**src/shared/bis_defines.svh**
```systemverilog
// offsets, field positions and reset values of the interrupt source block
// assumes a byte-addressed register port with 8-bit addresses
`ifndef BIS_DEFINES_SVH
`define BIS_DEFINES_SVH
`define BIS_OFF_LEN     8'h00
`define BIS_OFF_LSTAT   8'h04
`define BIS_OFF_LMAP2   8'h08
`define BIS_OFF_LMAP3   8'h0C
`define BIS_OFF_VEN     8'h10
`define BIS_OFF_VSTAT   8'h14
`define BIS_OFF_VMAP3   8'h18
`define BIS_OFF_MCTL    8'h1C
`define BIS_OFF_LMBASE  8'h20
`define BIS_OFF_LMCTL   8'h24
`define BIS_OFF_DCTL    8'h28
`define BIS_OFF_DSTAT   8'h2C
`define BIS_OFF_SWV     8'h30
`define BIS_SRC_SACK    0
`define BIS_SRC_OWN     1
`define BIS_SRC_DMA     2
`define BIS_SRC_MBX     3
`define BIS_SRC_LM      7
`define BIS_SRC_PERR    11
`define BIS_SRC_VERR    12
`define BIS_NSRC        13
`define BIS_NVSRC       7
`define BIS_DCTL_LINK   8
`define BIS_DCTL_GO     9
`define BIS_STATID_AUTO 8'hFE
`define BIS_AUTO_LEVEL  3'h2
`define BIS_RST_WORD    32'h0000_0000
`endif

```
**src/shared/bis_pkg.sv**
```systemverilog
// types shared by the interrupt source block
// assumes nothing beyond the defines header
package bis_pkg;
	typedef enum logic [2:0] {
		BIS_DMA_IDLE  = 3'b001,
		BIS_DMA_RUN   = 3'b010,
		BIS_DMA_FETCH = 3'b100
	} bis_dma_st_t;
endpackage : bis_pkg

```
**src/hdl/bis_core.sv**
```systemverilog
// internal interrupt sources of the bus bridge: enable, map, log
// assumes all event inputs are pulses from logic on clk
`timescale 1ns/1ps
`include "bis_defines.svh"
module bis_core
	import bis_pkg::*;
#(
	parameter logic [7:0] STATID_BASE = 8'hA0 // arbitrary
) (
	input  wire logic        clk,
	input  wire logic        sys_rst,
	input  wire logic [7:0]  reg_addr,
	input  wire logic [31:0] reg_wdata,
	input  wire logic        reg_wr,
	input  wire logic        reg_rd,
	output logic      [31:0] reg_rdata,
	input  wire logic        autoid_strap,
	input  wire logic        iack_req,
	input  wire logic [2:0]  iack_level,
	output logic             iack_ack,
	output logic      [7:0]  iack_statid,
	input  wire logic        vme_grant,
	input  wire logic [3:0]  mbox_access,
	input  wire logic        slv_valid,
	input  wire logic [31:0] slv_addr,
	input  wire logic [1:0]  slv_space,
	input  wire logic        pci_abort,
	input  wire logic        vme_berr,
	input  wire logic        err_posted,
	input  wire logic [5:0]  dma_cause,
	input  wire logic        dma_pkt_done,
	input  wire logic        dma_last_pkt,
	input  wire logic        dma_fetch_done,
	output logic      [3:0]  pci_irq_out_lines,
	output logic      [7:1]  vme_irq_lines,
	output logic             vme_req,
	output logic             crcsr_enable,
	output logic             sysfail_assert,
	output logic             dma_fetch_req,
	output logic             dma_busy
);

	// ****************************************
	// registers
	// ****************************************
	logic [12:0] local_irq_enable_reg_q;
	logic [12:0] local_irq_status_reg_q;
	logic [14:0] local_irq_map_second_q;
	logic [23:0] local_irq_map_third_q;
	logic [6:0]  vme_en_q;
	logic [6:0]  vme_irq_status_reg_q;
	logic [20:0] vme_irq_map_third_q;
	logic        bus_hold_request_bit_q;
	logic [19:0] monitor_base_address_q;
	logic [1:0]  lm_space_q;
	logic        lm_en_q;
	logic [5:0]  dma_en_q;
	logic        dma_link_q;
	logic [5:0]  dma_stat_q;
	logic        swv_bit_q;
	logic [2:0]  swv_lvl_q;
	logic        swv_pend_q;
	logic        auto_pend_q;
	logic        auto_on_q;
	logic        grant_q;
	logic [1:0]  strap_sync_q;
	bis_dma_st_t dma_st_q;
	bis_dma_st_t dma_st_d;

	logic        wr_lstat, wr_vstat, wr_dctl, wr_swv, wr_dstat;
	logic [12:0] set_l;
	logic [6:0]  set_v;
	logic [3:0]  lm_hit;
	logic        sack_ev;
	logic        dma_any;
	logic        auto_serve, sw_serve, oth_serve;
	logic [38:0] lmap;
	logic [3:0]  lsel [13];
	logic [7:1]  vsel [7];
	logic [3:0]  pci_d;
	logic [7:1]  vme_d;
	logic [31:0] rd_d;

	assign wr_lstat = reg_wr && reg_addr == `BIS_OFF_LSTAT;
	assign wr_vstat = reg_wr && reg_addr == `BIS_OFF_VSTAT;
	assign wr_dctl  = reg_wr && reg_addr == `BIS_OFF_DCTL;
	assign wr_dstat = reg_wr && reg_addr == `BIS_OFF_DSTAT;
	assign wr_swv   = reg_wr && reg_addr == `BIS_OFF_SWV;

	always_ff @(posedge clk or posedge sys_rst) begin
		if (sys_rst) begin
			local_irq_enable_reg_q <= 13'h0000;
			local_irq_map_second_q <= 15'h0000;
			local_irq_map_third_q  <= 24'h000000;
			vme_en_q               <= 7'h00;
			vme_irq_map_third_q    <= 21'h000000;
			bus_hold_request_bit_q <= 1'b0;
			monitor_base_address_q <= 20'h00000;
			lm_space_q             <= 2'h0;
			lm_en_q                <= 1'b0;
			dma_en_q               <= 6'h00;
			dma_link_q             <= 1'b0;
		end else if (reg_wr) begin
			case (reg_addr)
			`BIS_OFF_LEN:    local_irq_enable_reg_q <= reg_wdata[12:0];
			`BIS_OFF_LMAP2:  local_irq_map_second_q <= reg_wdata[14:0];
			`BIS_OFF_LMAP3:  local_irq_map_third_q  <= reg_wdata[23:0];
			`BIS_OFF_VEN:    vme_en_q               <= reg_wdata[6:0];
			`BIS_OFF_VMAP3:  vme_irq_map_third_q    <= reg_wdata[20:0];
			`BIS_OFF_MCTL:   bus_hold_request_bit_q <= reg_wdata[0];
			`BIS_OFF_LMBASE: monitor_base_address_q <= reg_wdata[31:12];
			`BIS_OFF_LMCTL: begin
				lm_space_q <= reg_wdata[1:0];
				lm_en_q    <= reg_wdata[2];
			end
			`BIS_OFF_DCTL: begin
				dma_en_q   <= reg_wdata[5:0];
				dma_link_q <= reg_wdata[`BIS_DCTL_LINK];
			end
			default: ;
			endcase
		end
	end

	// ****************************************
	// event sources
	// ****************************************
	genvar g;
	generate
		for (g = 0; g < 4; g++) begin : g_lm
			assign lm_hit[g] = slv_valid && lm_en_q &&
				slv_addr[31:12] == monitor_base_address_q &&
				slv_space == lm_space_q &&
				slv_addr[4:3] == 2'(g);
		end
	endgenerate

	assign dma_any = |(dma_stat_q & dma_en_q);
	assign set_l[`BIS_SRC_SACK] = sack_ev;
	assign set_l[`BIS_SRC_OWN] = bus_hold_request_bit_q && vme_grant &&
		!grant_q;
	assign set_l[`BIS_SRC_DMA] = dma_any;
	assign set_l[`BIS_SRC_MBX +: 4] = mbox_access;
	assign set_l[`BIS_SRC_LM +: 4] = lm_hit;
	assign set_l[`BIS_SRC_PERR] = pci_abort && err_posted;
	assign set_l[`BIS_SRC_VERR] = vme_berr && err_posted;
	assign set_v = {set_l[`BIS_SRC_VERR], set_l[`BIS_SRC_PERR], dma_any,
		mbox_access};

	always_ff @(posedge clk or posedge sys_rst) begin
		if (sys_rst) grant_q <= 1'b0;
		else grant_q <= vme_grant;
	end

	// set beats a same-cycle write-one-to-clear
	always_ff @(posedge clk or posedge sys_rst) begin
		if (sys_rst) begin
			local_irq_status_reg_q <= 13'h0000;
		end else begin
			local_irq_status_reg_q <= (local_irq_status_reg_q &
				~(wr_lstat ? reg_wdata[12:0] : 13'h0000)) | set_l;
		end
	end

	always_ff @(posedge clk or posedge sys_rst) begin
		if (sys_rst) begin
			vme_irq_status_reg_q <= 7'h00;
		end else begin
			vme_irq_status_reg_q <= (vme_irq_status_reg_q &
				~(wr_vstat ? reg_wdata[6:0] : 7'h00)) | set_v;
		end
	end

	// six causes kept apart so the host can tell them apart
	always_ff @(posedge clk or posedge sys_rst) begin
		if (sys_rst) begin
			dma_stat_q <= 6'h00;
		end else begin
			dma_stat_q <= (dma_stat_q &
				~(wr_dstat ? reg_wdata[5:0] : 6'h00)) | dma_cause;
		end
	end

	// ****************************************
	// dma sequencer
	// ****************************************
	always_comb begin
		dma_st_d = dma_st_q;
		case (dma_st_q)
		BIS_DMA_IDLE:
			if (wr_dctl && reg_wdata[`BIS_DCTL_GO]) dma_st_d = BIS_DMA_RUN;
		BIS_DMA_RUN:
			if (|dma_cause[2:0]) dma_st_d = BIS_DMA_IDLE;
			else if (dma_pkt_done && dma_link_q && !dma_last_pkt)
				dma_st_d = BIS_DMA_FETCH;
			else if (dma_pkt_done) dma_st_d = BIS_DMA_IDLE;
		BIS_DMA_FETCH:
			if (dma_fetch_done) dma_st_d = BIS_DMA_RUN;
		default: dma_st_d = BIS_DMA_IDLE;
		endcase
	end

	always_ff @(posedge clk or posedge sys_rst) begin
		if (sys_rst) dma_st_q <= BIS_DMA_IDLE;
		else dma_st_q <= dma_st_d;
	end

	always_ff @(posedge clk or posedge sys_rst) begin
		if (sys_rst) begin
			dma_fetch_req <= 1'b0;
			dma_busy      <= 1'b0;
		end else begin
			dma_fetch_req <= dma_st_d == BIS_DMA_FETCH;
			dma_busy      <= dma_st_d != BIS_DMA_IDLE;
		end
	end

	// ****************************************
	// vme soft interrupt, auto-id, ack cycle
	// ****************************************
	assign auto_serve = iack_req && auto_pend_q &&
		iack_level == `BIS_AUTO_LEVEL;
	assign sw_serve = iack_req && !auto_serve && swv_pend_q &&
		iack_level == swv_lvl_q;
	assign oth_serve = iack_req && !auto_serve && !sw_serve &&
		iack_level != 3'h0 && vme_d[iack_level];
	assign sack_ev = sw_serve;

	always_ff @(posedge clk or posedge sys_rst) begin
		if (sys_rst) begin
			swv_bit_q  <= 1'b0;
			swv_lvl_q  <= 3'h0;
			swv_pend_q <= 1'b0;
		end else begin
			if (wr_swv) begin
				swv_bit_q <= reg_wdata[0];
				swv_lvl_q <= reg_wdata[3:1];
			end
			// edge triggered; clearing the bit withdraws it
			if (wr_swv && reg_wdata[0] && !swv_bit_q &&
					reg_wdata[3:1] != 3'h0)
				swv_pend_q <= 1'b1;
			else if (sw_serve || (wr_swv && !reg_wdata[0]))
				swv_pend_q <= 1'b0;
		end
	end

	// no reset: the strap is through both stages by release
	always_ff @(posedge clk) begin
		strap_sync_q <= {strap_sync_q[0], autoid_strap};
	end

	// strap caught on the first clocked edge after release
	always_ff @(posedge clk or posedge sys_rst) begin
		if (sys_rst) begin
			auto_on_q      <= 1'b0;
			auto_pend_q    <= 1'b0;
			sysfail_assert <= 1'b1;
			crcsr_enable   <= 1'b0;
		end else begin
			if (!auto_on_q) begin
				auto_on_q   <= 1'b1;
				auto_pend_q <= strap_sync_q[1];
			end else if (auto_serve) begin
				auto_pend_q  <= 1'b0;
				crcsr_enable <= 1'b1;
			end
			// release once the level 2 request is on the bus, or at once when no auto-id is pending
			if (auto_on_q && (!auto_pend_q || vme_irq_lines[2]))
				sysfail_assert <= 1'b0;
		end
	end

	always_ff @(posedge clk or posedge sys_rst) begin
		if (sys_rst) begin
			iack_ack    <= 1'b0;
			iack_statid <= 8'h00;
		end else begin
			iack_ack <= auto_serve || sw_serve || oth_serve;
			if (auto_serve) iack_statid <= `BIS_STATID_AUTO;
			else if (sw_serve) iack_statid <= {STATID_BASE[7:1], 1'b0};
			else if (oth_serve) iack_statid <= {STATID_BASE[7:1], 1'b1};
		end
	end

	// ****************************************
	// line mapping: code 1xx leaves a pci source unmapped, code 0 a vme source
	// ****************************************
	assign lmap = {local_irq_map_third_q, local_irq_map_second_q};

	generate
		for (g = 0; g < `BIS_NSRC; g++) begin : g_lsrc
			localparam int M = (g < 3) ? g : (g >= 11) ? g - 8 : g + 2;
			assign lsel[g] = (local_irq_status_reg_q[g] &&
				local_irq_enable_reg_q[g] && !lmap[M*3+2]) ?
				4'h1 << lmap[M*3 +: 2] : 4'h0;
		end
		for (g = 0; g < `BIS_NVSRC; g++) begin : g_vsrc
			assign vsel[g] = (vme_irq_status_reg_q[g] && vme_en_q[g] &&
				vme_irq_map_third_q[g*3 +: 3] != 3'h0) ?
				7'(8'h01 << vme_irq_map_third_q[g*3 +: 3] >> 1) :
				7'h00;
		end
	endgenerate

	always_comb begin
		pci_d = 4'h0;
		vme_d = 7'h00;
		for (int i = 0; i < `BIS_NSRC; i++) pci_d = pci_d | lsel[i];
		for (int i = 0; i < `BIS_NVSRC; i++) vme_d = vme_d | vsel[i];
		if (swv_pend_q) vme_d = vme_d | 7'(8'h01 << swv_lvl_q >> 1);
		if (auto_pend_q) vme_d[2] = 1'b1;
	end

	always_ff @(posedge clk or posedge sys_rst) begin
		if (sys_rst) begin
			pci_irq_out_lines <= 4'h0;
			vme_irq_lines     <= 7'h00;
			vme_req           <= 1'b0;
		end else begin
			pci_irq_out_lines <= pci_d;
			vme_irq_lines     <= vme_d;
			vme_req           <= bus_hold_request_bit_q;
		end
	end

	// ****************************************
	// read port
	// ****************************************
	always_comb begin
		rd_d = `BIS_RST_WORD;
		case (reg_addr)
		`BIS_OFF_LEN:    rd_d[12:0] = local_irq_enable_reg_q;
		`BIS_OFF_LSTAT:  rd_d[12:0] = local_irq_status_reg_q;
		`BIS_OFF_LMAP2:  rd_d[14:0] = local_irq_map_second_q;
		`BIS_OFF_LMAP3:  rd_d[23:0] = local_irq_map_third_q;
		`BIS_OFF_VEN:    rd_d[6:0]  = vme_en_q;
		`BIS_OFF_VSTAT:  rd_d[9:0]  = {auto_pend_q, swv_pend_q, 1'b0,
			vme_irq_status_reg_q};
		`BIS_OFF_VMAP3:  rd_d[20:0] = vme_irq_map_third_q;
		`BIS_OFF_MCTL:   rd_d[1:0]  = {vme_grant, bus_hold_request_bit_q};
		`BIS_OFF_LMBASE: rd_d[31:12] = monitor_base_address_q;
		`BIS_OFF_LMCTL:  rd_d[2:0]  = {lm_en_q, lm_space_q};
		`BIS_OFF_DCTL:   rd_d[8:0]  = {dma_link_q, 2'h0, dma_en_q};
		`BIS_OFF_DSTAT:  rd_d[10:0] = {dma_st_q, 2'h0, dma_stat_q};
		`BIS_OFF_SWV:    rd_d[3:0]  = {swv_lvl_q, swv_bit_q};
		default:         rd_d = `BIS_RST_WORD;
		endcase
	end

	always_ff @(posedge clk or posedge sys_rst) begin
		if (sys_rst) reg_rdata <= `BIS_RST_WORD;
		else if (reg_rd) reg_rdata <= rd_d;
		else reg_rdata <= `BIS_RST_WORD;
	end

	// ****************************************
	// assertions
	// ****************************************
	property p_sack;
		@(posedge clk) disable iff (sys_rst)
		sw_serve |=> local_irq_status_reg_q[0];
	endproperty
	a_sack: assert property (p_sack) else $error("soft ack not logged");

	property p_own;
		@(posedge clk) disable iff (sys_rst)
		wr_lstat && reg_wdata[1] && !set_l[1] |=> !local_irq_status_reg_q[1];
	endproperty
	a_own: assert property (p_own) else $error("ownership not cleared");

	property p_own_set;
		@(posedge clk) disable iff (sys_rst)
		$rose(vme_grant) && bus_hold_request_bit_q |=>
			local_irq_status_reg_q[1];
	endproperty
	a_own_set: assert property (p_own_set) else $error("own lost");

	property p_err;
		@(posedge clk) disable iff (sys_rst)
		!err_posted |-> set_l[12:11] == 2'h0;
	endproperty
	a_err: assert property (p_err) else $error("error not posted");

	property p_lm;
		@(posedge clk) disable iff (sys_rst)
		lm_hit != 4'h0 |-> lm_en_q && $onehot(lm_hit) &&
			lm_hit[slv_addr[4:3]];
	endproperty
	a_lm: assert property (p_lm) else $error("monitor select wrong");

	property p_auto;
		@(posedge clk) disable iff (sys_rst)
		auto_serve |=> iack_ack && iack_statid == 8'hFE && crcsr_enable;
	endproperty
	a_auto: assert property (p_auto) else $error("auto-id answer wrong");

	property p_sw;
		@(posedge clk) disable iff (sys_rst)
		sw_serve |=> iack_ack && !iack_statid[0] && !swv_pend_q;
	endproperty
	a_sw: assert property (p_sw) else $error("soft ack answer wrong");

	property p_line;
		@(posedge clk) disable iff (sys_rst)
		local_irq_enable_reg_q == 13'h0000 ##1
			local_irq_enable_reg_q == 13'h0000 |=>
			pci_irq_out_lines == 4'h0;
	endproperty
	a_line: assert property (p_line) else $error("line without source");

	property p_fetch;
		@(posedge clk) disable iff (sys_rst)
		dma_st_q == BIS_DMA_RUN && dma_pkt_done && dma_link_q &&
			!dma_last_pkt && dma_cause[2:0] == 3'h0 |=> ##1 dma_fetch_req;
	endproperty
	a_fetch: assert property (p_fetch) else $error("no packet fetch");

	c_auto: cover property (@(posedge clk) disable iff (sys_rst) auto_serve);
	c_sw:   cover property (@(posedge clk) disable iff (sys_rst) sw_serve);
	c_lm:   cover property (@(posedge clk) disable iff (sys_rst) |lm_hit);

endmodule : bis_core

```
**config.mk**
```make
export PLATFORM = sky130hd
export DESIGN_NAME = bis_core
export DESIGN_NICKNAME = d
export VERILOG_FILES = /design/src/shared/bis_pkg.sv /design/src/hdl/bis_core.sv
export VERILOG_INCLUDE_DIRS = /design/src /design/src/shared
export SDC_FILE = /design/constraint.sdc
export NUM_CORES = 1
export LEC_CHECK = 0
export BUFFER_PORTS_ARGS = -buffer_cell sky130_fd_sc_hd__buf_2
export CAP_MARGIN = 20
export CORE_UTILIZATION = 27
export DETAILED_ROUTE_END_ITERATION = 10
export HOLD_SLACK_MARGIN = 0.06
export SETUP_SLACK_MARGIN = 0.5
export SLEW_MARGIN = 20
export SYNTH_ARGS = -nofsm -noshare
export SYNTH_HDL_FRONTEND = slang
export SYNTH_SLANG_ARGS = --single-unit
```
**constraint.sdc**
```tcl
create_clock -name clk -period 12.4 [get_ports clk]
set_clock_uncertainty 0.15 [all_clocks]
set_input_delay 0.62 -clock clk [delete_from_list [all_inputs] [get_ports clk]]
set_output_delay 0.62 -clock clk [all_outputs]
set_load 0.01 [all_outputs]
```
==> results.cfg, run 1 <==
[synthesis]
syn_area_per_cell_um2 = 11.2
synth_cell_type_count = 73
synth_seq_cells = 202
synth_top_family_by_area = multiplexers
syn-num-nets = 982
synthSimpleGateAreaFrac_pct = 16.1
synthFlopType = dfrtp_1
yosysSeqAreaShare_pct = 51.0
synth_adder_area_share_pct = 0
synth.area.top_cells = dfrtp_1 50%, mux2_2 14%, nand2_1 3.0%
syn_inst = 881
synth_top_cell_area_share_pct = 50.1
syn_area_um2 = 9900
yosysTopAreaCell = dfrtp_1
synth_common_cells = 198 x dfrtp_1, 121 x mux2_2, 78 x nand2_1
yosys_warnings = 0
synth.most_common_cell = dfrtp_1
synth-xor-area-share_pct = 2.30
synth_mux_area_share_pct = 16.2
async_flop_share_pct = 99.0
synth_edf_count = 0
synth-compound-area-share_pct = 11.3

[outcome]
violations = DRC
outcome = complete, but fails checks

[global_route]
antenna_found_initial = 6
grt_pass1_vias = 7791
groute.usage.overall_pct = 17.2
grt-ovfl-total = 0
grt_pass1_wl_um = 49100
grt_max_degree = 118

[setup_path]
path_buf_inv = 1
crit_path_end_kind = flop
cp_max_fo = 21
cp_num_cells = 7
crit_required_ns = 12.65
cp_slowest_stage_delay_ns = 0.72
r2r_cells = 7
critPathLaunchType = primary input
crit_family = simple AND/OR/NAND/NOR gates
crit_slowest_cell = and2b_1
arrival_ns = 3.39
crit_path_cell_trace = buf_2, or4_4, nor2_1, and3_1, and2b_1, nand2_4, mux2_2
crit_type = primary input to flop

[clock_tree]
clock_latency_ns = 0.53
cts.sinks = 202
clk_pin_slew_ns = 0.06
h-tree-depth = 1
cts_setup_buffers = 0
cts_resized = 0
tritoncts = yes
cts_hold_buf = 0
cts_buffers = 24
cts_buffer_depth = 3
cts_root_buffer = clkbuf_16

[placement]
numPortBuffers = 147
gp_congestion = 0.902
dpl_cell_area_um2 = 11000
place_hpwl_um = 24100

[sta]
final-max-slew-violation-count = 0
fmax_mhz = 318
tns_ns = 0
period_share_pct = 25.3
rsz0062_at_grt = no
whs_ns = 0.0710
finalHoldViolations = 0
max_slew.worst_pin.slew_ns = 0.963
period_needed_ns = 3.14
final-setup-viol-count = 0
timing.slew.headroom_pct = 35.7

[floorplanning]
die_area_um2 = 37400
die_w_um = 193
initial_core_util_pct = 27.6
core_area_um2 = 35800
dieHeight_um = 193
placementRows = 69
io_pins = 158

[drt]
first_pass_iters = 8
post_drt_wl_per_cell_um = 21.8
viasPerCell = 5.25
drt_iter0_drc = 660
drc = 18
ant_nets = 0
wirelength_um = 32700
vias = 7849

[layout]
register_area_um2 = 5050
area_growth_pct = 19.4
multi_input_comb_area_um2 = 4560
final_nets = 1116
design_area_um2 = 11800
fill_cells = 3632
drive_above_1_share_pct = 34.3

[min_path]
worst_hold_path_type = primary input to flop
min_path_cells = 1

[job]
maxCapViolations = 0

[power]
leakagePower_nw = 5.43
vdd_drop_max_v = 0.0000730
p_per_area_nw_per_um2 = 127
-- metrics by stage --
stage               instances  setup slack, ns  util [%]  total power (W)
finish                   1496             9.26      33.0          0.00150
global route             1495             9.08      33.0          0.00156
CTS                      1494             8.90      32.9          0.00152
detailed placement       1450             8.34      30.8         0.000850
global placement         1450             8.36      30.8         0.000848
floorplan                 881             6.18         -         0.000790
-- final timing paths --
path / start / to / slack, ns
hold / removal: autoid_strap / strap_sync_q[0] / 0.07
min in group asynchronous: sys_rst / iack_ack / 0.11
max in group asynchronous: sys_rst / local_irq_map_second_q[5] / 10.70
setup / recovery: reg_addr[1] / vme_irq_map_third_q[5] / 9.26
setup reg to reg: swv_lvl_q[2] / iack_statid[5] / 9.84
hold reg to reg: strap_sync_q[0] / strap_sync_q[1] / 0.18
-- where the power goes --
group / internal (W) / switching, W / total [W]
clock: 0.000384 / 0.000282 / 0.000666
sequential: 0.000684 / 0.0000320 / 0.000716
combinational: 0.0000521 / 0.0000696 / 0.000122
-- cells by family (layout without fill, tap and decap cells) --
logic type,after synthesis,after routing
buf+inv,64,216
flops,202,202
xor+xnor,26,26
mux,134,134
simple gates,309,309
compound gates,145,145
other cells,1,3
-- state kept, by name, summed over array words and instances, names as in the netlist, 3 cells and up --
signal                  count
monitor_base_address_q     20
local_irq_map_third_q      24
vme_irq_status_reg_q        7
dma_st_q                    3
pci_irq_out_lines           4
swv_lvl_q                   3
local_irq_map_second_q     15
reg_rdata                  32
dma_en_q                    6
dma_stat_q                  6
vme_en_q                    7
iack_statid                 3
vme_irq_map_third_q        21
local_irq_enable_reg_q     13
local_irq_status_reg_q     13
vme_irq_lines               7
-- layout by cell type (no fill, tap or decap), types with 10 or more instances in the layout --
cell	netlist	layout
or2_2	10	10
nor2_1	58	58
nand4_1	10	10
dfrtp_1	198	198
xnor2_1	17	17
nor2b_1	11	11
o22ai_1	25	25
and3_1	14	14
mux2_2	121	121
nand3_1	30	30
a222oi_1	15	15
nor3_1	36	35
buf_2	15	147
a21o_1	19	19
nand2_1	78	78
a22oi_1	24	24
inv_1	16	15
clkbuf_16	0	24
-- layer usage --
layer | up-vias | share of wire [%] | GRT usage (%)
met5 | - | 0.080 | 0
met4 | 6 | 2.7 | 5.45
met3 | 56 | 7.2 | 3.45
met2 | 292 | 48 | 28.7
met1 | 3969 | 42 | 22.4
li1 | 3526 | - | -
-- final cells by class --
class | count | area share [%]
Sequential cell | 202 | 42.7
Tap cell | 461 | 4.88
Timing Repair Buffer | 156 | 6.83
Clock buffer | 35 | 5.77
Multi-Input combinational cell | 615 | 38.6
Antenna cell | 2 | 0.0424
Inverter | 16 | 0.572
Clock inverter | 9 | 0.593
No activity file was read; power rests on OpenSTA's default activity.
==> inputs of run 2 (changes only) <==
Clock period 12.4 ns to 2.8 ns, I/O delays scaled along.
==> run 2 against run 1 <==
Against the previous run:
- the run still ends with DRC left
- core utilization is 3.4 points higher
- sequential power increased to 4.4 times the previous value
- via count rose by 5.5%
- cell area rose by 10%
- critical endpoint is now iack_statid[5]
- largest cell class unchanged
- largest power group is now the clock network
- highest routed layer is now met4
==> results.cfg, run 2 (same netlist as run 1, synthesis figures left out) <==
[setup_path]
crit_required_ns = 3.06
crit_start = vme_irq_map_third_q[6]
crit_type = flop to flop
reg2reg_from = vme_irq_map_third_q[6]
cp_slowest_stage_delay_ns = 0.56
critPathLaunchType = flop
crit_path_end_kind = flop
rrSetupSlack_ns = 0.42
crit_path_cell_trace = nand4b_1, o22ai_1, or4_4, or3b_1, a41oi_2, a211oi_2, or2_1
path_buf_inv = 0
critPathCapture = iack_statid[5]
arrival_ns = 2.64
r2r_cells = 7
crit_family = simple AND/OR/NAND/NOR gates
crit_slowest_cell = or4_4
r2r_end = iack_statid[5]
cp_max_fo = 3
cp_num_cells = 7

[drt]
drc = 9
drt_iter0_drc = 716
post_drt_wl_per_cell_um = 21.1
viasPerCell = 5.15
first_pass_iters = 11
vias = 8284
ant_nets = 0
wirelength_um = 34000

[floorplanning]
core_area_um2 = 35800
placementRows = 69
initial_core_util_pct = 27.6
io_pins = 158
die_area_um2 = 37400
die_w_um = 193
dieHeight_um = 193

[layout]
final_common_cell = dfrtp_1
top_regs = reg_rdata: 32 flops, local_irq_map_third_q: 24 flops, vme_irq_map_third_q: 21 flops
largest_reg_flops = 32
largest_register = reg_rdata
antennaDiodeCount = 0
final_nets = 1231
final_cells = 1607
area_growth_pct = 31.6
drive_above_1_share_pct = 35.8
mostFrequentLayoutCells = 192 x dfrtp_1, 147 x buf_2, 121 x mux2_2, 77 x nand2_1, 76 x dlygate4sd3_1
final_util_pct = 36.4

[clock_tree]
cts_buffers = 23
cts_root_buffer = clkbuf_16
cts.sinks = 202
cts_buffer_depth = 3
tritoncts = yes
clock_latency_ns = 0.52
h-tree-depth = 1
clk_pin_slew_ns = 0.07

[power]
power.internal_w = 0.00538
sw_frac_of_total_pct = 24.4
p_per_area_nw_per_um2 = 546
clkPwrFrac_pct = 46.1
leakagePower_nw = 5.97
vdd_drop_max_v = 0.000310
seqPwrFrac_pct = 44.3
p_sw_w = 0.00174
pwr-share-comb_pct = 9.5

[outcome]
outcome = complete, but fails checks
violations = DRC

[placement]
dp_cells = 1478
dp_worst_setup_slack_ns = 0.318
place_hpwl_um = 25400
numPortBuffers = 147
gp_congestion = 0.924

[global_route]
groute.usage.overall_pct = 18.1
grt_pass1_vias = 8334
grt_max_degree = 56
antenna_found_initial = 0
grt_pass1_wl_um = 51900
grt-ovfl-total = 0

[sta]
period_share_pct = 85.0
final-max-slew-violation-count = 0
rsz0062_at_grt = yes
setup_slack_ns = 0.420
max_slew.worst_pin.slew_ns = 0.817
period_needed_ns = 2.38
tns_ns = 0
fmax_mhz = 420
timing.slew.headroom_pct = 45.4
final-setup-viol-count = 0
finalHoldViolations = 0
whs_ns = 0.0965

[job]
maxCapViolations = 0

[min_path]
worst_hold_path_type = primary input to asynchronous set/reset pin
[run 2: worst min-delay path: cells and delay by family]
kind / cells / cell delay, ns
buf+inv: 3 / 1.08
[run 2: how the worst min path moves through the flow]
stage / to / slack, ns / cells after the start / from
2_1_floorplan: strap_sync_q[0] / 0.02 / 0 / autoid_strap
3_3_place_gp: vme_irq_map_third_q[0] / 0.1 / 2 / sys_rst
3_5_place_dp: strap_sync_q[0] / 0.10 / 1 / autoid_strap
4_1_cts: reg_rdata[1] / 0.07 / 4 / reg_addr[4]
5_1_grt: reg_rdata[3] / 0.11 / 4 / reg_addr[5]
6_report: vme_en_q[1] / 0.1 / 3 / sys_rst
[run 2: metrics by stage]
step | instance area [um^2] | total power [W]
after CTS | 13000 | 0.00717
after floorplan | 9900 | 0.00350
final | 13000 | 0.00711
after detailed placement | 11300 | 0.00380
after global routing | 13000 | 0.00737
after global placement | 11300 | 0.00379
[run 2: metal layers]
metal	up-vias	share of wire (%)	wire length, um	track usage [%]
met5	-	0	0	0
met4	0	3.2	1100	6.01
met3	65	5.8	1960	3.02
met2	285	47	16100	30.3
met1	4174	44	14800	23.6
li1	3760	-	-	-
[run 2: what timing repair did]
action | CTS | global route
endpoints found under the setup margin | 7 | 10
hold buffers | 76 | 0
pin swaps | 2 | 3
endpoints found under the hold margin | 345 | 0
resized for setup | 13 | 5
buffers inserted | 11 | 1
[run 2: final cells by class]
class | instances | area [um^2]
fill | 3559 | 22800
multi-input combinational | 615 | 4600
clock inverter | 12 | 196
sequential | 202 | 5050
timing repair buffer | 272 | 1910
tap | 461 | 577
inverter | 16 | 63.8
clock buffer | 29 | 618
[run 2: power by group through the flow]
stage               registers (W)  clock network, W  logic (W)
floorplan                 0.00317                 0   0.000331
global placement          0.00320                 0   0.000581
detailed placement        0.00321                 0   0.000589
CTS                       0.00315           0.00334   0.000682
global route              0.00317           0.00346   0.000740
finish                    0.00315           0.00328   0.000679
==> inputs of run 3 (changes only) <==
Settings changed: CORE_UTILIZATION 27 to 50, PLACE_DENSITY from default to 0.72.
Clock period 2.8 ns to 2.9 ns, I/O delays scaled along.
==> run 3 against run 2 <==
Against the previous run:
- the flow now finishes without violations
- total power fell by 8.6%
- core utilization is 28 points higher
- critical path depth unchanged
==> results.cfg, run 3 (same netlist as run 1, synthesis figures left out) <==
[sta]
max_slew.worst_pin.slew_ns = 0.758
tns_ns = 0
rsz0062_at_grt = yes
period_needed_ns = 2.44
period_share_pct = 84.0
final-max-slew-violation-count = 0
timing.slew.headroom_pct = 49.5
final-setup-viol-count = 0
finalHoldViolations = 0
setup_slack_ns = 0.464
fmax_mhz = 410

[global_route]
grt_pass1_vias = 8084
grtUsageMet2_pct = 49.8
grt_max_degree = 138
gr-usage-met3_pct = 4.96
groute.usage.overall_pct = 30.7
grt.met1_usage_pct = 42.2
grt_busiest_layer = met2
antenna_found_initial = 1
grt-ovfl-total = 0
grt_pass1_wl_um = 46600

[layout]
largest_register = reg_rdata
drive_above_1_share_pct = 34.3
final_nets = 1217
top_regs = reg_rdata: 32 flops, local_irq_map_third_q: 24 flops, vme_irq_map_third_q: 21 flops
antennaDiodeCount = 0
register_area_um2 = 5060
fill_cells = 1558
final_cells = 1393
mostFrequentLayoutCells = 191 x dfrtp_1, 146 x buf_2, 121 x mux2_2, 78 x nand2_1, 78 x dlygate4sd3_1
area_growth_pct = 26.9
multi_input_comb_area_um2 = 4580
largest_reg_flops = 32
final_common_cell = dfrtp_1

[drt]
drc = 0
ant_nets = 0
drt_iter0_drc = 637
first_pass_iters = 8
post_drt_wl_per_cell_um = 21.9
viasPerCell = 5.95
wirelength_um = 30500
vias = 8282

[clock_tree]
tritoncts = yes
cts_buffer_depth = 3
cts.sinks = 202
cts_root_buffer = clkbuf_16
clk_pin_slew_ns = 0.06
clock_latency_ns = 0.51
h-tree-depth = 1
cts_buffers = 22

[placement]
place_hpwl_um = 21200
gp_congestion = 0.965
dp_cells = 1271
dp_worst_setup_slack_ns = 0.431
numPortBuffers = 147

[floorplanning]
initial_core_util_pct = 50.9
core_area_um2 = 19500
dieHeight_um = 143
die_w_um = 143
io_pins = 158
die_area_um2 = 20400
placementRows = 51

[job]
maxCapViolations = 0

[setup_path]
arrival_ns = 2.68
crit_path_end_kind = flop
crit_required_ns = 3.14
critPathLaunchType = flop
cp_max_fo = 5
crit_type = flop to flop

[power]
vdd_drop_max_v = 0.000475
p_per_area_nw_per_um2 = 518
leakagePower_nw = 5.84

[min_path]
worst_hold_path_type = primary input to flop

[outcome]
outcome = finished, final reports clean
-- run 3: cell types whose count changed in the layout (fill, tap and decap cells not counted), moves of 2 or more --
cell,delta
buf_4,-13
dlygate4sd3_1,+2
nand3_1,+2
clkbuf_8,+2
buf_12,-2
bufinv_16,-3
nand3_2,-2
-- run 3: metal layers --
metal  up-vias  wire, um
li1       3728         -
met1      4095     12800
met2       390     14500
met3        67      2330
met4         2       831
met5         -        13
-- run 3: stage by stage --
| stage | power, W | utilization (%) | cell area [um^2] | hold slack [ns] |
|---|---|---|---|---|
| after global placement | 0.00362 | 56.3 | 10900 | 0.0995 |
| after global routing | 0.00674 | 64.5 | 12600 | 0.118 |
| final | 0.00650 | 64.5 | 12600 | 0.0964 |
| after floorplan | 0.00338 | - | 9900 | 0.0227 |
| after detailed placement | 0.00363 | 56.3 | 10900 | 0.102 |
| after CTS | 0.00653 | 64.2 | 12500 | 0.0790 |
-- run 3: final timing paths --
kind,endpoint,slack [ns],startpoint,cells past startpoint
setup / recovery,iack_statid[5],0.46,vme_irq_status_reg_q[2],7
hold / removal,reg_rdata[3],0.1,reg_addr[6],5
setup reg to reg,iack_statid[5],0.46,vme_irq_status_reg_q[2],7
hold reg to reg,strap_sync_q[1],0.18,strap_sync_q[0],0
max in group asynchronous,vme_irq_map_third_q[10],1.77,sys_rst,4
min in group asynchronous,iack_statid[5],0.14,sys_rst,4
-- run 3: area by class of cell --
class	instances	area share, %
flip-flops and latches	202	40.3
multi-input cells	615	36.5
repair buffers	259	14.3
clock buffers	30	5.11
well taps	265	2.64
clock inverters	6	0.678
inverters	16	0.508
-- run 3: critical path, cell delays in order (launching register included) --
cell      delay (ns)
dfrtp_2         0.45
nand4b_1        0.15
o22ai_1         0.10
or4_4           0.55
or3b_1          0.38
a41oi_2         0.24
a211oi_2        0.08
or2_1           0.22
-- run 3: report_power, final --
part | leakage, nW | internal [W] | switching (W)
Sequential | 2.64 | 0.00293 | 0.000123
Clock | 0.352 | 0.00171 | 0.00113
Combinational | 2.84 | 0.000295 | 0.000317
Total | 5.84 | 0.00494 | 0.00157
-- run 3: repair_timing --
action / in CTS / in global routing
pin swaps: 2 / 3
setup endpoints to repair: 2 / 11
hold buffers: 78 / 0
endpoints found under the hold margin: 376 / 0
resized for setup: 6 / 9
buffers inserted: 2 / 6
